### config.mk
export PLATFORM = sky130hd
export DESIGN_NAME = cbt_core
export DESIGN_NICKNAME = d
export VERILOG_FILES = /design/src/cbt_core.v /design/src/cbt_prescaler.v
export VERILOG_INCLUDE_DIRS = /design/src
export SDC_FILE = /design/constraint.sdc
export NUM_CORES = 1
export LEC_CHECK = 0
export ABC_CLOCK_PERIOD_IN_PS = 17860
export CORE_ASPECT_RATIO = 0.8
export CORE_MARGIN = 10
export CORE_UTILIZATION = 50
export DETAILED_ROUTE_END_ITERATION = 10
export DONT_BUFFER_PORTS = 1
export PLACE_DENSITY_LB_ADDON = 0.15
export SYNTH_ARGS = -nofsm -noshare
export SYNTH_HDL_FRONTEND = slang
export SYNTH_SLANG_ARGS = --single-unit
### constraint.sdc
create_clock -name aclk -period 17.86 [get_ports aclk]
set_clock_uncertainty 0.2 [all_clocks]
set_input_delay 2.679 -clock aclk [delete_from_list [all_inputs] [get_ports aclk]]
set_output_delay 2.679 -clock aclk [all_outputs]
set_load 0.02 [all_outputs]
### src/cbt_regs.vh
// Register offsets, field positions, reset values and frame counts for the bit timing core
`ifndef CBT_REGS_VH
`define CBT_REGS_VH

`define CBT_OFF_CTRL      8'h00
`define CBT_OFF_STATUS    8'h04
`define CBT_OFF_BTIME     8'h0c
`define CBT_OFF_TXDATA    8'h10
`define CBT_OFF_RXDATA    8'h14

`define CBT_CTRL_INIT     0
`define CBT_CTRL_TXREQ    1
`define CBT_CTRL_RST      1'h1

`define CBT_BTIME_RST     15'h2301
`define CBT_PSC_LSB       0
`define CBT_PSC_MSB       5
`define CBT_JMP_LSB       6
`define CBT_JMP_MSB       7
`define CBT_BEF_LSB       8
`define CBT_BEF_MSB       11
`define CBT_AFT_LSB       12
`define CBT_AFT_MSB       14

`define CBT_ST_BUSY       8
`define CBT_ST_BUS        9
`define CBT_ST_PEND       10

`define CBT_CRC_POLY      15'h4599
`define CBT_POS_DATA_LAST 6'd32
`define CBT_POS_CRC_LAST  6'd47
`define CBT_POS_END       6'd48
`define CBT_STUFF_RUN     3'd5
`define CBT_TAIL_LAST     4'd7
`define CBT_ERRF_LAST     4'd5
`define CBT_IDLE_LAST     4'd6

`define CBT_RESP_OKAY     2'h0
`define CBT_RESP_SLVERR   2'h2

`endif

### src/cbt_core.v
// CAN bit timing logic, bit stream state machine and AXI4-Lite register slave
`timescale 1ns/1ps
`include "cbt_regs.vh"
module cbt_core #(
  parameter ADDR_W = 8
) (
  input  wire              aclk,
  input  wire              aresetn,
  input  wire [ADDR_W-1:0] s_axi_awaddr,
  input  wire              s_axi_awvalid,
  output reg               s_axi_awready,
  input  wire [31:0]       s_axi_wdata,
  input  wire [3:0]        s_axi_wstrb,
  input  wire              s_axi_wvalid,
  output reg               s_axi_wready,
  output reg  [1:0]        s_axi_bresp,
  output reg               s_axi_bvalid,
  input  wire              s_axi_bready,
  input  wire [ADDR_W-1:0] s_axi_araddr,
  input  wire              s_axi_arvalid,
  output reg               s_axi_arready,
  output reg  [31:0]       s_axi_rdata,
  output reg  [1:0]        s_axi_rresp,
  output reg               s_axi_rvalid,
  input  wire              s_axi_rready,
  input  wire              can_rx,
  output reg               can_tx
);

  localparam T_SYNC = 2'd0;
  localparam T_SEG1 = 2'd1;
  localparam T_SEG2 = 2'd2;

  localparam B_IDLE  = 3'd0;
  localparam B_FRAME = 3'd1;
  localparam B_TAIL  = 3'd2;
  localparam B_ERRF  = 3'd3;
  localparam B_WAIT  = 3'd4;

  ////////////////////////////////////////////////////////////////////////
  // Functions
  function [14:0] crc_step;
    input [14:0] c;
    input        b;
    begin
      crc_step = {c[13:0], 1'b0} ^ ((b ^ c[14]) ? `CBT_CRC_POLY : 15'h0000);
    end
  endfunction

  // Bit that goes out at a given frame position
  function next_bit;
    input [5:0]  pos;
    input [31:0] sh;
    input [14:0] crc;
    begin
      if (pos == 6'd0)
        next_bit = 1'b0;
      else if (pos <= `CBT_POS_DATA_LAST)
        next_bit = sh[31];
      else if (pos <= `CBT_POS_CRC_LAST)
        next_bit = crc[14];
      else
        next_bit = 1'b1;
    end
  endfunction

  function [31:0] merge;
    input [31:0] old;
    input [31:0] nw;
    input [3:0]  strb;
    integer i;
    begin
      merge = old;
      for (i = 0; i < 4; i = i + 1) begin
        if (strb[i])
          merge[i*8 +: 8] = nw[i*8 +: 8];
      end
    end
  endfunction

  function is_at;
    input [ADDR_W-1:0] a;
    input [7:0]        off;
    begin
      is_at = ({a[ADDR_W-1:2], 2'b00} == off);
    end
  endfunction

  ////////////////////////////////////////////////////////////////////////
  // State
  reg              init_r;
  reg              tx_pend_r;
  reg [14:0]       btime_r;
  reg [31:0]       txd_r;
  reg [31:0]       rxd_r;
  reg [5:0]        flags_r;
  reg              aw_got_r;
  reg              w_got_r;
  reg [ADDR_W-1:0] awaddr_r;
  reg [31:0]       wdata_r;
  reg [3:0]        wstrb_r;
  reg [2:0]        rx_s_r;
  reg              bus_lvl_r;
  reg [1:0]        bt_st_r;
  reg [4:0]        tq_cnt_r;
  reg [4:0]        ext_r;
  reg [4:0]        short_r;
  reg              synced_r;
  reg              sampled_r;
  reg [2:0]        bs_st_r;
  reg [5:0]        pos_r;
  reg [2:0]        run_r;
  reg              last_r;
  reg [14:0]       crc_r;
  reg [31:0]       sh_r;
  reg              txing_r;
  reg [3:0]        cnt_r;
  wire             tq_p;

  // Field decode, stored-minus-one offset removed from jump and segment lengths
  wire [5:0] psc_w   = btime_r[`CBT_PSC_MSB:`CBT_PSC_LSB];
  wire [4:0] jmp_f   = {3'b000, btime_r[`CBT_JMP_MSB:`CBT_JMP_LSB]} + 5'd1;
  wire [4:0] bef_f   = {1'b0, btime_r[`CBT_BEF_MSB:`CBT_BEF_LSB]} + 5'd1;
  wire [4:0] aft_f   = {2'b00, btime_r[`CBT_AFT_MSB:`CBT_AFT_LSB]} + 5'd1;

  cbt_prescaler #(
    .CNT_W (6)
  ) u_presc (
    .aclk              (aclk),
    .aresetn           (aresetn),
    .enable            (~init_r),
    .quantum_prescaler (psc_w),
    .tq_p              (tq_p)
  );

  ////////////////////////////////////////////////////////////////////////
  // Bus input: three flops, level accepted once second and third agree
  always @(posedge aclk) begin
    if (!aresetn) begin
      rx_s_r    <= 3'h7;
      bus_lvl_r <= 1'b1;
    end else begin
      rx_s_r <= {rx_s_r[1:0], can_rx};
      if (rx_s_r[1] == rx_s_r[2])
        bus_lvl_r <= rx_s_r[2];
    end
  end

  ////////////////////////////////////////////////////////////////////////
  // Bit timing logic, one step per quantum
  wire       hard_w   = (bs_st_r == B_IDLE);
  wire       edge_w   = tq_p & ~bus_lvl_r & sampled_r & ~synced_r;
  wire [4:0] late_e   = tq_cnt_r + 5'd1;
  wire [4:0] late_x   = (late_e < jmp_f) ? late_e : jmp_f;
  wire [4:0] ext_now  = (edge_w && !hard_w) ? late_x : ext_r;
  wire [4:0] early_e  = aft_f - tq_cnt_r;
  wire [4:0] short_nw = edge_w ? jmp_f : short_r;
  wire       seg1_end = ((tq_cnt_r + 5'd1) >= (bef_f + ext_now));
  wire       seg2_end = ((tq_cnt_r + 5'd1) >= (aft_f - short_nw));
  wire       sample_w = tq_p && (bt_st_r == T_SEG1) && seg1_end
                        && !(edge_w && hard_w);
  wire       s        = bus_lvl_r;

  always @(posedge aclk) begin
    if (!aresetn || init_r) begin
      bt_st_r   <= T_SYNC;
      tq_cnt_r  <= 5'd0;
      ext_r     <= 5'd0;
      short_r   <= 5'd0;
      synced_r  <= 1'b0;
      sampled_r <= 1'b1;
    end else if (tq_p) begin
      case (bt_st_r)
        T_SYNC: begin
          synced_r <= synced_r | edge_w; // Edge inside sync is already aligned
          bt_st_r  <= T_SEG1;
          tq_cnt_r <= 5'd0;
        end
        T_SEG1: begin
          if (edge_w && hard_w) begin
            synced_r <= 1'b1;
            ext_r    <= 5'd0;
            tq_cnt_r <= 5'd0;
          end else if (seg1_end) begin
            sampled_r <= s;
            synced_r  <= 1'b0;
            ext_r     <= 5'd0;
            bt_st_r   <= T_SEG2;
            tq_cnt_r  <= 5'd0;
          end else begin
            if (edge_w)
              synced_r <= 1'b1;
            ext_r    <= ext_now;
            tq_cnt_r <= tq_cnt_r + 5'd1;
          end
        end
        T_SEG2: begin
          // Early edge within jump width: this quantum becomes the sync slot
          if (edge_w && (hard_w || early_e <= jmp_f)) begin
            synced_r <= 1'b1;
            short_r  <= 5'd0;
            bt_st_r  <= T_SEG1;
            tq_cnt_r <= 5'd0;
          end else if (seg2_end) begin
            synced_r <= synced_r | edge_w;
            short_r  <= 5'd0;
            bt_st_r  <= T_SYNC;
            tq_cnt_r <= 5'd0;
          end else begin
            synced_r <= synced_r | edge_w;
            short_r  <= short_nw;
            tq_cnt_r <= tq_cnt_r + 5'd1;
          end
        end
        default: begin
          bt_st_r  <= T_SYNC;
          tq_cnt_r <= 5'd0;
        end
      endcase
    end
  end

  ////////////////////////////////////////////////////////////////////////
  // Bit stream next values and error detection
  wire        stuff_w = (run_r == `CBT_STUFF_RUN);
  wire [2:0]  run_n   = (s == last_r) ? run_r + 3'd1 : 3'd1;
  wire        in_crc  = (pos_r > `CBT_POS_DATA_LAST) && (pos_r <= `CBT_POS_CRC_LAST);
  wire        in_data = (pos_r != 6'd0) && (pos_r <= `CBT_POS_DATA_LAST);
  wire [14:0] crc_n   = in_crc ? {crc_r[13:0], 1'b0} : crc_step(crc_r, s);
  wire [31:0] sh_n    = in_data ? {sh_r[30:0], s} : sh_r;
  wire [5:0]  pos_n   = pos_r + 6'd1;
  wire        in_frm  = sample_w && (bs_st_r == B_FRAME);
  wire        bit_err = sample_w && txing_r && (s != can_tx)
                        && (bs_st_r == B_FRAME || bs_st_r == B_TAIL);
  wire        stf_err = in_frm && stuff_w && (s == last_r);
  wire        crc_err = in_frm && !stuff_w && in_crc && (s != crc_r[14]);
  wire        frm_err = sample_w && (bs_st_r == B_TAIL) && !s;
  wire        any_err = bit_err | stf_err | crc_err | frm_err;
  wire        done_w  = sample_w && (bs_st_r == B_TAIL)
                        && (cnt_r == `CBT_TAIL_LAST) && !any_err;
  wire [5:0]  ev_w    = {frm_err, crc_err, stf_err, bit_err,
                         done_w & ~txing_r, done_w & txing_r};
  wire        start_w = sample_w && (bs_st_r == B_IDLE) && s && tx_pend_r;

  ////////////////////////////////////////////////////////////////////////
  // Bit stream state machine, one step per sample point
  always @(posedge aclk) begin
    if (!aresetn || init_r) begin
      bs_st_r <= B_IDLE;
      pos_r   <= 6'd0;
      run_r   <= 3'd0;
      last_r  <= 1'b1;
      crc_r   <= 15'h0000;
      sh_r    <= 32'h0000_0000;
      txing_r <= 1'b0;
      cnt_r   <= 4'd0;
      can_tx  <= 1'b1;
      rxd_r   <= rxd_r & {32{aresetn}};
    end else if (sample_w) begin
      if (any_err) begin
        bs_st_r <= B_ERRF;
        cnt_r   <= 4'd0;
        can_tx  <= 1'b0;
      end else begin
        case (bs_st_r)
          B_IDLE: begin
            pos_r  <= 6'd1;
            run_r  <= 3'd1;
            last_r <= 1'b0;
            crc_r  <= 15'h0000;
            if (!s) begin
              bs_st_r <= B_FRAME;
              txing_r <= 1'b0;
            end else if (tx_pend_r) begin
              bs_st_r <= B_FRAME;
              txing_r <= 1'b1;
              pos_r   <= 6'd0;
              run_r   <= 3'd0;
              last_r  <= 1'b1;
              sh_r    <= txd_r;
              can_tx  <= 1'b0;
            end
          end
          B_FRAME: begin
            last_r <= s;
            if (stuff_w) begin
              run_r <= 3'd1;
              if (pos_r == `CBT_POS_END) begin
                bs_st_r <= B_TAIL;
                cnt_r   <= 4'd0;
                can_tx  <= 1'b1;
              end else begin
                can_tx <= txing_r ? next_bit(pos_r, sh_r, crc_r) : 1'b1;
              end
            end else begin
              pos_r <= pos_n;
              run_r <= run_n;
              crc_r <= crc_n;
              sh_r  <= sh_n;
              if (pos_n == `CBT_POS_END && run_n != `CBT_STUFF_RUN) begin
                bs_st_r <= B_TAIL;
                cnt_r   <= 4'd0;
                can_tx  <= 1'b1;
              end else if (txing_r) begin
                can_tx <= (run_n == `CBT_STUFF_RUN) ? ~s : next_bit(pos_n, sh_n, crc_n);
              end else begin
                can_tx <= 1'b1;
              end
            end
          end
          B_TAIL: begin
            cnt_r <= cnt_r + 4'd1;
            if (cnt_r == `CBT_TAIL_LAST) begin
              if (!txing_r)
                rxd_r <= sh_r;
              txing_r <= 1'b0;
              bs_st_r <= B_IDLE;
            end
          end
          B_ERRF: begin
            cnt_r <= cnt_r + 4'd1;
            if (cnt_r == `CBT_ERRF_LAST) begin
              can_tx  <= 1'b1;
              cnt_r   <= 4'd0;
              bs_st_r <= B_WAIT;
            end
          end
          B_WAIT: begin
            txing_r <= 1'b0;
            if (!s)
              cnt_r <= 4'd0;
            else if (cnt_r == `CBT_IDLE_LAST)
              bs_st_r <= B_IDLE;
            else
              cnt_r <= cnt_r + 4'd1;
          end
          default: begin
            bs_st_r <= B_IDLE;
            can_tx  <= 1'b1;
          end
        endcase
      end
    end
  end

  ////////////////////////////////////////////////////////////////////////
  // AXI4-Lite write path: address and data taken in either order
  wire wr_do = aw_got_r && w_got_r && !s_axi_bvalid;
  // Timing word keeps only its low 15 bits
  wire [31:0] btime_m = merge({17'h0, btime_r}, wdata_r, wstrb_r);
  wire [31:0] st_word = {21'h0, tx_pend_r, s, (bs_st_r != B_IDLE), 2'b00, flags_r};

  always @(posedge aclk) begin
    if (!aresetn) begin
      s_axi_awready <= 1'b0;
      s_axi_wready  <= 1'b0;
      s_axi_bvalid  <= 1'b0;
      s_axi_bresp   <= `CBT_RESP_OKAY;
      aw_got_r      <= 1'b0;
      w_got_r       <= 1'b0;
      awaddr_r      <= {ADDR_W{1'b0}};
      wdata_r       <= 32'h0000_0000;
      wstrb_r       <= 4'h0;
      init_r        <= `CBT_CTRL_RST;
      tx_pend_r     <= 1'b0;
      btime_r       <= `CBT_BTIME_RST;
      txd_r         <= 32'h0000_0000;
      flags_r       <= 6'h00;
    end else begin
      if (s_axi_awvalid && s_axi_awready) begin
        s_axi_awready <= 1'b0;
        aw_got_r      <= 1'b1;
        awaddr_r      <= s_axi_awaddr;
      end else if (!aw_got_r && !s_axi_bvalid)
        s_axi_awready <= 1'b1;
      if (s_axi_wvalid && s_axi_wready) begin
        s_axi_wready <= 1'b0;
        w_got_r      <= 1'b1;
        wdata_r      <= s_axi_wdata;
        wstrb_r      <= s_axi_wstrb;
      end else if (!w_got_r && !s_axi_bvalid)
        s_axi_wready <= 1'b1;
      if (s_axi_bvalid && s_axi_bready)
        s_axi_bvalid <= 1'b0;
      // Event sets win over a same-cycle software clear
      flags_r <= flags_r | ev_w;
      if (start_w)
        tx_pend_r <= 1'b0;
      if (wr_do) begin
        aw_got_r     <= 1'b0;
        w_got_r      <= 1'b0;
        s_axi_bvalid <= 1'b1;
        s_axi_bresp  <= `CBT_RESP_OKAY;
        if (is_at(awaddr_r, `CBT_OFF_CTRL)) begin
          if (wstrb_r[0]) begin
            init_r <= wdata_r[`CBT_CTRL_INIT];
            if (wdata_r[`CBT_CTRL_TXREQ])
              tx_pend_r <= 1'b1;
          end
        end else if (is_at(awaddr_r, `CBT_OFF_STATUS)) begin
          if (wstrb_r[0])
            flags_r <= (flags_r & ~wdata_r[5:0]) | ev_w;
        end else if (is_at(awaddr_r, `CBT_OFF_BTIME)) begin
          // Retiming a bit in flight would corrupt the frame
          if (init_r)
            btime_r <= btime_m[14:0];
        end else if (is_at(awaddr_r, `CBT_OFF_TXDATA)) begin
          txd_r <= merge(txd_r, wdata_r, wstrb_r);
        end else if (!is_at(awaddr_r, `CBT_OFF_RXDATA)) begin
          s_axi_bresp <= `CBT_RESP_SLVERR;
        end
      end
    end
  end

  ////////////////////////////////////////////////////////////////////////
  // AXI4-Lite read path
  always @(posedge aclk) begin
    if (!aresetn) begin
      s_axi_arready <= 1'b0;
      s_axi_rvalid  <= 1'b0;
      s_axi_rdata   <= 32'h0000_0000;
      s_axi_rresp   <= `CBT_RESP_OKAY;
    end else begin
      if (s_axi_arvalid && s_axi_arready) begin
        s_axi_arready <= 1'b0;
        s_axi_rvalid  <= 1'b1;
        s_axi_rresp   <= `CBT_RESP_OKAY;
        if (is_at(s_axi_araddr, `CBT_OFF_CTRL))
          s_axi_rdata <= {30'h0, tx_pend_r, init_r};
        else if (is_at(s_axi_araddr, `CBT_OFF_STATUS))
          s_axi_rdata <= st_word;
        else if (is_at(s_axi_araddr, `CBT_OFF_BTIME))
          s_axi_rdata <= {17'h0, btime_r};
        else if (is_at(s_axi_araddr, `CBT_OFF_TXDATA))
          s_axi_rdata <= txd_r;
        else if (is_at(s_axi_araddr, `CBT_OFF_RXDATA))
          s_axi_rdata <= rxd_r;
        else begin
          s_axi_rdata <= 32'h0000_0000;
          s_axi_rresp <= `CBT_RESP_SLVERR;
        end
      end else if (!s_axi_rvalid)
        s_axi_arready <= 1'b1;
      if (s_axi_rvalid && s_axi_rready)
        s_axi_rvalid <= 1'b0;
    end
  end

endmodule

### src/cbt_prescaler.v
// Time quantum prescaler: one-cycle enable every quantum_prescaler+1 clocks
`timescale 1ns/1ps
module cbt_prescaler #(
  parameter CNT_W = 6
) (
  input  wire             aclk,
  input  wire             aresetn,
  input  wire             enable,
  input  wire [CNT_W-1:0] quantum_prescaler,
  output reg              tq_p
);

  reg [CNT_W-1:0] cnt_r;

  ////////////////////////////////////////////////////////////////////////
  // Stored value plus one clocks per quantum; held cleared while disabled
  always @(posedge aclk) begin
    if (!aresetn || !enable) begin
      cnt_r <= {CNT_W{1'b0}};
      tq_p  <= 1'b0;
    end else if (cnt_r == quantum_prescaler) begin
      cnt_r <= {CNT_W{1'b0}};
      tq_p  <= 1'b1;
    end else begin
      cnt_r <= cnt_r + {{(CNT_W-1){1'b0}}, 1'b1};
      tq_p  <= 1'b0;
    end
  end

endmodule

=== Word level (Yosys, flattened, before mapping) ===
Index checks and enable logic that the tools add are counted.

* Register bits after elaboration: 270
* Input bits: 60
* Output and inout port bits: 42
* Logic and storage cells: 344

* $add $sub $neg: 11
* Magnitude comparators: 9
* Equal/unequal tests: 50
* Mux-type cells: 116
* Bitwise operators: 25
* Reduce and logical (&&, ||, !) cells: 90

{| class="wikitable"
|+ Operator list
! kind !! number
|-
| two-way mux 32 bit || 15
|-
| one-hot mux 32 bit (2 select lines) || 1
|-
| two-way mux 5 bit || 11
|-
| two-way mux 15 bit || 3
|-
| AND reduction 6 bit || 7
|-
| two-way mux 1 bit || 37
|-
| two-way mux 3 bit || 12
|-
| logical AND 1 bit || 34
|-
| AND 32 bit || 1
|-
| two-way mux 6 bit || 5
|-
| one-hot mux 15 bit (2 select lines) || 1
|-
| two-way mux 2 bit || 14
|-
| two-way mux 4 bit || 7
|-
| == test 6 x 3 -> 1 bit (second input constant) || 4
|-
| <= comparator 6 bit (second input constant) || 4
|-
| logical NOT 6 bit || 4
|-
| AND reduction 5 bit || 4
|-
| inequality test 3 bit (second input constant) || 6
|-
| inequality test 4 x 3 -> 1 bit (second input constant) || 4
|-
| one-hot mux 4 bit (4 select lines) || 1
|-
| one-hot mux 3 bit (5 select lines) || 1
|-
| XOR 15 bit || 1
|-
| OR reduction 2 bit || 7
|-
| adder 6 x 1 -> 6 bit (second input constant) || 2
|-
| 55 further kinds || 115
|}

=== Logic depth before layout (Yosys ltp) ===
* Depth after elaboration: 24
* Mapped depth: 21
* Mapped depth without buffers: 20

=== Hierarchy ===
From an unflattened synthesis, not the netlist that was laid out.

* Cells, all modules: 1466
* Area total of the unflattened synthesis: 13220.2 µm²

{| class="wikitable"
|+ Modules (own cells, without submodules)
! module !! times used !! cells an instance !! area each (µm²) !! seq. area each (µm²)
|-
| cbt_core || 1 || 1432 || 12864.8 || 5505.3
|-
| cbt_prescaler || 1 || 34 || 355.3 || 140.1
|}

=== Least setup slack after synthesis ===
Ideal clock, no wire load.

* Kind: reg2reg
* Start point: register tq_cnt_r[0]
* End point: register rxd_r[0], enable pin
* Library setup time: 0.394 ns
* Data arrival time: 5.291 ns
* Required time: 17.266 ns
* Path slack: 11.975 ns
* Stages on the path, launching flop included: 19
* Buffers on the path: 0
* Period minus slack after synthesis: 5.885 ns
* Cells stage by stage: dfxtp_1 > ha_1 > xnor2_1 > nand2_1 > a211oi_1 > mux2_2 > mux2i_1 > inv_1 > ha_1 > a21o_1 > a21oi_1 > xor2_1 > ha_1 > nand2_1 > a211oi_2 > o21ai_2 > or3_1 > nor4_1 > nand2b_1

* Word-level cells in the longest chain between the ends: 16
* Elaborated cells between the ends (all ways): 25
* Those cells by class: add/sub (2); order compare (2); eq/ne (1); mux (2); bitwise (3); reduce/logical (15)

{| class="wikitable"
|+ RTL lines
! element !! line !! source
|-
| start: declaration || cbt_core.v:105 || <nowiki>reg [4:0] tq_cnt_r;</nowiki>
|-
| start signal: assignment || cbt_core.v:194 || <nowiki>tq_cnt_r <= tq_cnt_r + 5'd1;</nowiki>
|-
| start signal: assignment || cbt_core.v:212 || <nowiki>tq_cnt_r <= tq_cnt_r + 5'd1;</nowiki>
|-
| adder 5 x 1 -> 5 bit * || cbt_core.v:153, cbt_core.v:158 ||
|-
| less-than comparator 5 x 3 -> 1 bit || cbt_core.v:154 || <nowiki>wire [4:0] late_x = (late_e < jmp_f) ? late_e : jmp_f;</nowiki>
|-
| two-way mux 5 bit || cbt_core.v:154 ||
|-
| two-way mux 5 bit || cbt_core.v:155 || <nowiki>wire [4:0] ext_now = (edge_w && !hard_w) ? late_x : ext_r;</nowiki>
|-
| adder 5 bit || cbt_core.v:158 || <nowiki>wire seg1_end = ((tq_cnt_r + 5'd1) >= (bef_f + ext_now));</nowiki>
|-
| greater-or-equal comparator 5 bit * || cbt_core.v:158 ||
|-
| logical AND 1 bit * || cbt_core.v:160 || <nowiki>wire sample_w = tq_p && (bt_st_r == T_SEG1) && seg1_end</nowiki>
|-
| logical AND 1 bit * || cbt_core.v:161 || <nowiki>&& !(edge_w && hard_w);</nowiki>
|-
| logical AND 1 bit (on tied branches) || cbt_core.v:233, cbt_core.v:232 ||
|-
| logical AND 1 bit (on tied branches) || cbt_core.v:233, cbt_core.v:235, cbt_core.v:236 ||
|-
| logical AND 1 bit (on tied branches) || cbt_core.v:234, cbt_core.v:235, cbt_core.v:236 ||
|-
| OR 1 bit / logical AND 1 bit (equally long branches) || cbt_core.v:238, cbt_core.v:236 ||
|-
| OR 1 bit (2 in series) || cbt_core.v:238 || <nowiki>wire any_err = bit_err | stf_err | crc_err | frm_err;</nowiki>
|-
| inequality test 2 x 1 -> 1 bit (no line) || -- ||
|-
| AND reduction 5 bit (no line) * || -- ||
|-
| end signal: assignment || cbt_core.v:258 || <nowiki>rxd_r <= rxd_r & {32{aresetn}};</nowiki>
|-
| end signal: assignment || cbt_core.v:315 || <nowiki>rxd_r <= sh_r;</nowiki>
|-
| end: declaration || cbt_core.v:95 || <nowiki>reg [31:0] rxd_r;</nowiki>
|}

Mark *: on every way between the ends. The rest lies on a longest branch, timed or not.
A chain may end at the register's enable or synchronous reset.

=== Worst setup path after layout ===
* Start point: register tq_cnt_r[0]
* End point: register rxd_r[15], enable pin

The elaborated chain is that of the path after synthesis.

==> impl_metrics.ini <==
[die]
die_h_um = 164
core_mm2 = 0.0254
io_pins = 102
fp.dieW_um = 200
initial_core_util_pct = 51.2
num_rows = 52
die-area_mm2 = 0.0329

[timing]
post-route-min-period_ns = 6.71
worst_pin_slew_ns = 1.07
fmax_mhz = 149
slew-limit-headroom_pct = 28.1
hold_violations = 0
final-setup-viol-count = 0
tns_ns = 0
grt_setup_unrepaired = no
slew_violations = 0
worst_slack_ns = 11.15
finalCritPeriodShare_pct = 37.6

[drt]
met1Wirelength_mm = 17.3
wl_mm = 34.2
dr_total_vias = 10400
routed.top_layer = met4
drt_iter0_drc = 929
ant_nets = 0
via_per_inst = 5.77
drc = 0
wl_met3_mm = 2.43
dr.pass1.iters = 5
wl_per_cell_um = 19.1
met2_length_mm = 14.0

[power_and_ir_drop]
power_mw = 1.20
irDropWorstVdd_mv = 0.0767
power_density_mw_per_mm2 = 85.5
leakage_nw = 5.03

[placement]
place_area_mm2 = 0.0132
dp_slack_ns = 11.25
dp_hpwl_mm = 23.0
place_congestion = 0.871
io_buffers = 0

[worst_setup_path]
rr_startpoint = tq_cnt_r[0]$_SDFFE_PN0P_
ff2ff_setup_slack_ns = 11.15
startpoint_type = flop
path_class = flop to flop
worst_r2r_endpoint = rxd_r[15]$_DFFE_PP_
r2r_cells = 19
path_depth = 19
critPathArrivalTime_ns = 6.69
path_buf_inv = 2
path_cells = ha_1 > xnor2_1 > nand2_1 > a211oi_1 > mux2_2 > mux2i_1 > fa_1 > inv_1 > a21o_1 > a21oi_1 > xnor2_1 > ha_1 > nand2_1 > a211oi_2 > o21ai_2 > or3_1 > nor4_1 > nand2b_1 > buf_4
crit_end = rxd_r[15]$_DFFE_PP_
end_kind = flop
cp_slowest_stage_delay_ns = 0.76
cp.required_ns = 17.84
crit_family = compound AO/OA/AOI/OAI gates
cp_slowest_cell = xnor2_1
crit_path_start = tq_cnt_r[0]$_SDFFE_PN0P_
critPathMaxFanout = 32

[clocking]
clkSlewWorstSetupHoldPaths_ns = 0.06
clockRootBuffer = clkbuf_16
h-tree-depth = 1
clock_path_buffers = 3
cts_setup_buffers = 0
cts_tree = yes
insertion_delay_ns = 0.55
clock-sinks = 266
cts-buffers-inserted = 28
ctsHoldBuffers = 0
cts_resized = 0

[yosys]
synthCells = 1477
yosysSeqAreaShare_pct = 43.4
async_flop_share_pct = 0
ys_types = 74
syn_area_mm2 = 0.0130
synth.ff_latch_count = 266
synth-edff-count = 32
synth_top_area_cell = dfxtp_1
synth_top_area_share_pct = 36.0
synth_area_leaders = dfxtp_1 36%, edfxtp_1 7.4%, nand2_1 6.6%, mux2i_1 6.5%, a21boi_0 4.6%
synthFlopType = dfxtp_1
synth.avg_cell_area_um2 = 8.82
yosys_warnings = 0

[grt]
grt_pass1_wl_mm = 54.3
antenna_found_initial = 1
grt_pass1_vias = 9620
grt_usage_pct = 20.0
grt_overflow_total = 0
grt_max_degree = 145

[finish]
layout-drive-gt1-share_pct = 5.40
multi_input_area_mm2 = 0.00685
fillers = 2381
ff_latch_area_mm2 = 0.00565
nets = 1526
utilization_pct = 55.4
syn_to_final_growth_pct = 8.18
fin_area_mm2 = 0.0141

[outcome]
status = finished clean

[min_path]
min_path_type = flop to flop

[job]
max_cap_viol_count = 0
-- logic make-up after synthesis --
kind of cell	after synthesis	share of synthesized area [%]
xor+xnor	35	2.35
other cells	1	0.0288
mux	93	7.23
fa+ha+maj	46	4.54
simple gates	573	20.7
buf+inv	139	4.15
flops	266	43.4
compound gates	324	17.6
-- per-stage QoR --
stage | hold WS (ns) | std cells
2_1_floorplan | 0.186 | 1478
3_3_place_gp | 0.211 | 1744
3_5_place_dp | 0.197 | 1744
4_1_cts | 0.211 | 1795
5_1_grt | 0.221 | 1796
6_report | 0.209 | 1796
-- cell type report --
| cell class | instances | share of cell area (%) |
|---|---|---|
| diodes | 1 | 0.0178 |
| repair buffers | 17 | 0.906 |
| clock inverters | 8 | 0.418 |
| inverters | 37 | 0.986 |
| well taps | 351 | 3.12 |
| clock buffers | 43 | 5.80 |
| multi-input cells | 1073 | 48.7 |
| flip-flops and latches | 266 | 40.1 |
-- Yosys cell counts (all sizes together), types with 15 or more instances --
library cell / n
buf: 18
a21boi: 79
and2: 15
nand3: 95
dfxtp: 234
clkbuf: 84
a311oi: 33
mux2i: 85
inv: 37
edfxtp: 32
nor2: 94
nand2: 228
o21ai: 50
xor2: 16
nor2b: 57
ha: 40
nand2b: 19
xnor2: 19
a21oi: 53
-- state kept, by name, indices dropped and copies added (netlist names), 2 cells and up --
name	count
run_r	3
short_r	5
bt_st_r	2
sh_r	32
u_presc.cnt_r	6
crc_r	15
flags_r	6
s_axi_rdata	32
cnt_r	4
btime_r	15
wdata_r	32
pos_r	6
tq_cnt_r	5
ext_r	5
txd_r	32
awaddr_r	6
bs_st_r	3
wstrb_r	4
rx_s_r	3
rxd_r	32
-- cells in the final DEF, fill, tap and decap left out, types with 8 or more instances in the layout --
cell type	count
a21boi_0	79
a21o_1	12
a21oi_1	53
a22o_1	9
a22oi_1	13
a311oi_1	33
and2_1	14
buf_4	17
clkbuf_1	9
clkbuf_16	28
dfxtp_1	233
edfxtp_1	32
ha_1	40
inv_1	37
mux2_2	8
mux2i_1	85
nand2_1	228
nand2b_1	18
nand3_1	95
nor2_1	94
nor2b_1	57
nor3_1	13
nor4_1	12
o211ai_1	8
o21a_1	10
o21ai_0	45
o22ai_1	9
xnor2_1	18
xor2_1	16
-- power breakdown --
group,switching [mW],leakage (nW),internal (mW)
registers,0.00973,2.28,0.610
logic,0.0131,2.31,0.0118
clock network,0.244,0.429,0.315
total,0.267,5.03,0.937
-- metal layers --
layer | global-route usage (%) | vias up
met2 | 29.1 | 289
li1 | - | 5112
met5 | 0 | -
met4 | 3.78 | 0
met1 | 29.6 | 4930
met3 | 4.51 | 32
-- worst min-delay path by stage --
stage	startpoint	to	slack (ns)	cells past startpoint
floorplan	rx_s_r[0]$_SDFF_PN1_	rx_s_r[1]$_SDFF_PN1_	0.19	1
global placement	rx_s_r[0]$_SDFF_PN1_	rx_s_r[1]$_SDFF_PN1_	0.21	1
detailed placement	rx_s_r[0]$_SDFF_PN1_	rx_s_r[1]$_SDFF_PN1_	0.20	1
CTS	rx_s_r[0]$_SDFF_PN1_	rx_s_r[1]$_SDFF_PN1_	0.21	1
global route	rx_s_r[0]$_SDFF_PN1_	rx_s_r[1]$_SDFF_PN1_	0.22	1
finish	rx_s_r[0]$_SDFF_PN1_	rx_s_r[1]$_SDFF_PN1_	0.21	1
-- worst register-to-register path, stage by stage (launching register included) --
cell and delay [ns]:
dfxtp_1 0.45, ha_1 0.35, xnor2_1 0.76, nand2_1 0.13, a211oi_1 0.43, mux2_2 0.38, mux2i_1 0.27, fa_1 0.27
inv_1 0.05, a21o_1 0.17, a21oi_1 0.18, xnor2_1 0.10, ha_1 0.29, nand2_1 0.14, a211oi_2 0.35, o21ai_2 0.29
or3_1 0.47, nor4_1 0.45, nand2b_1 0.17, buf_4 0.43
No activity file was read; power rests on OpenSTA's default activity.
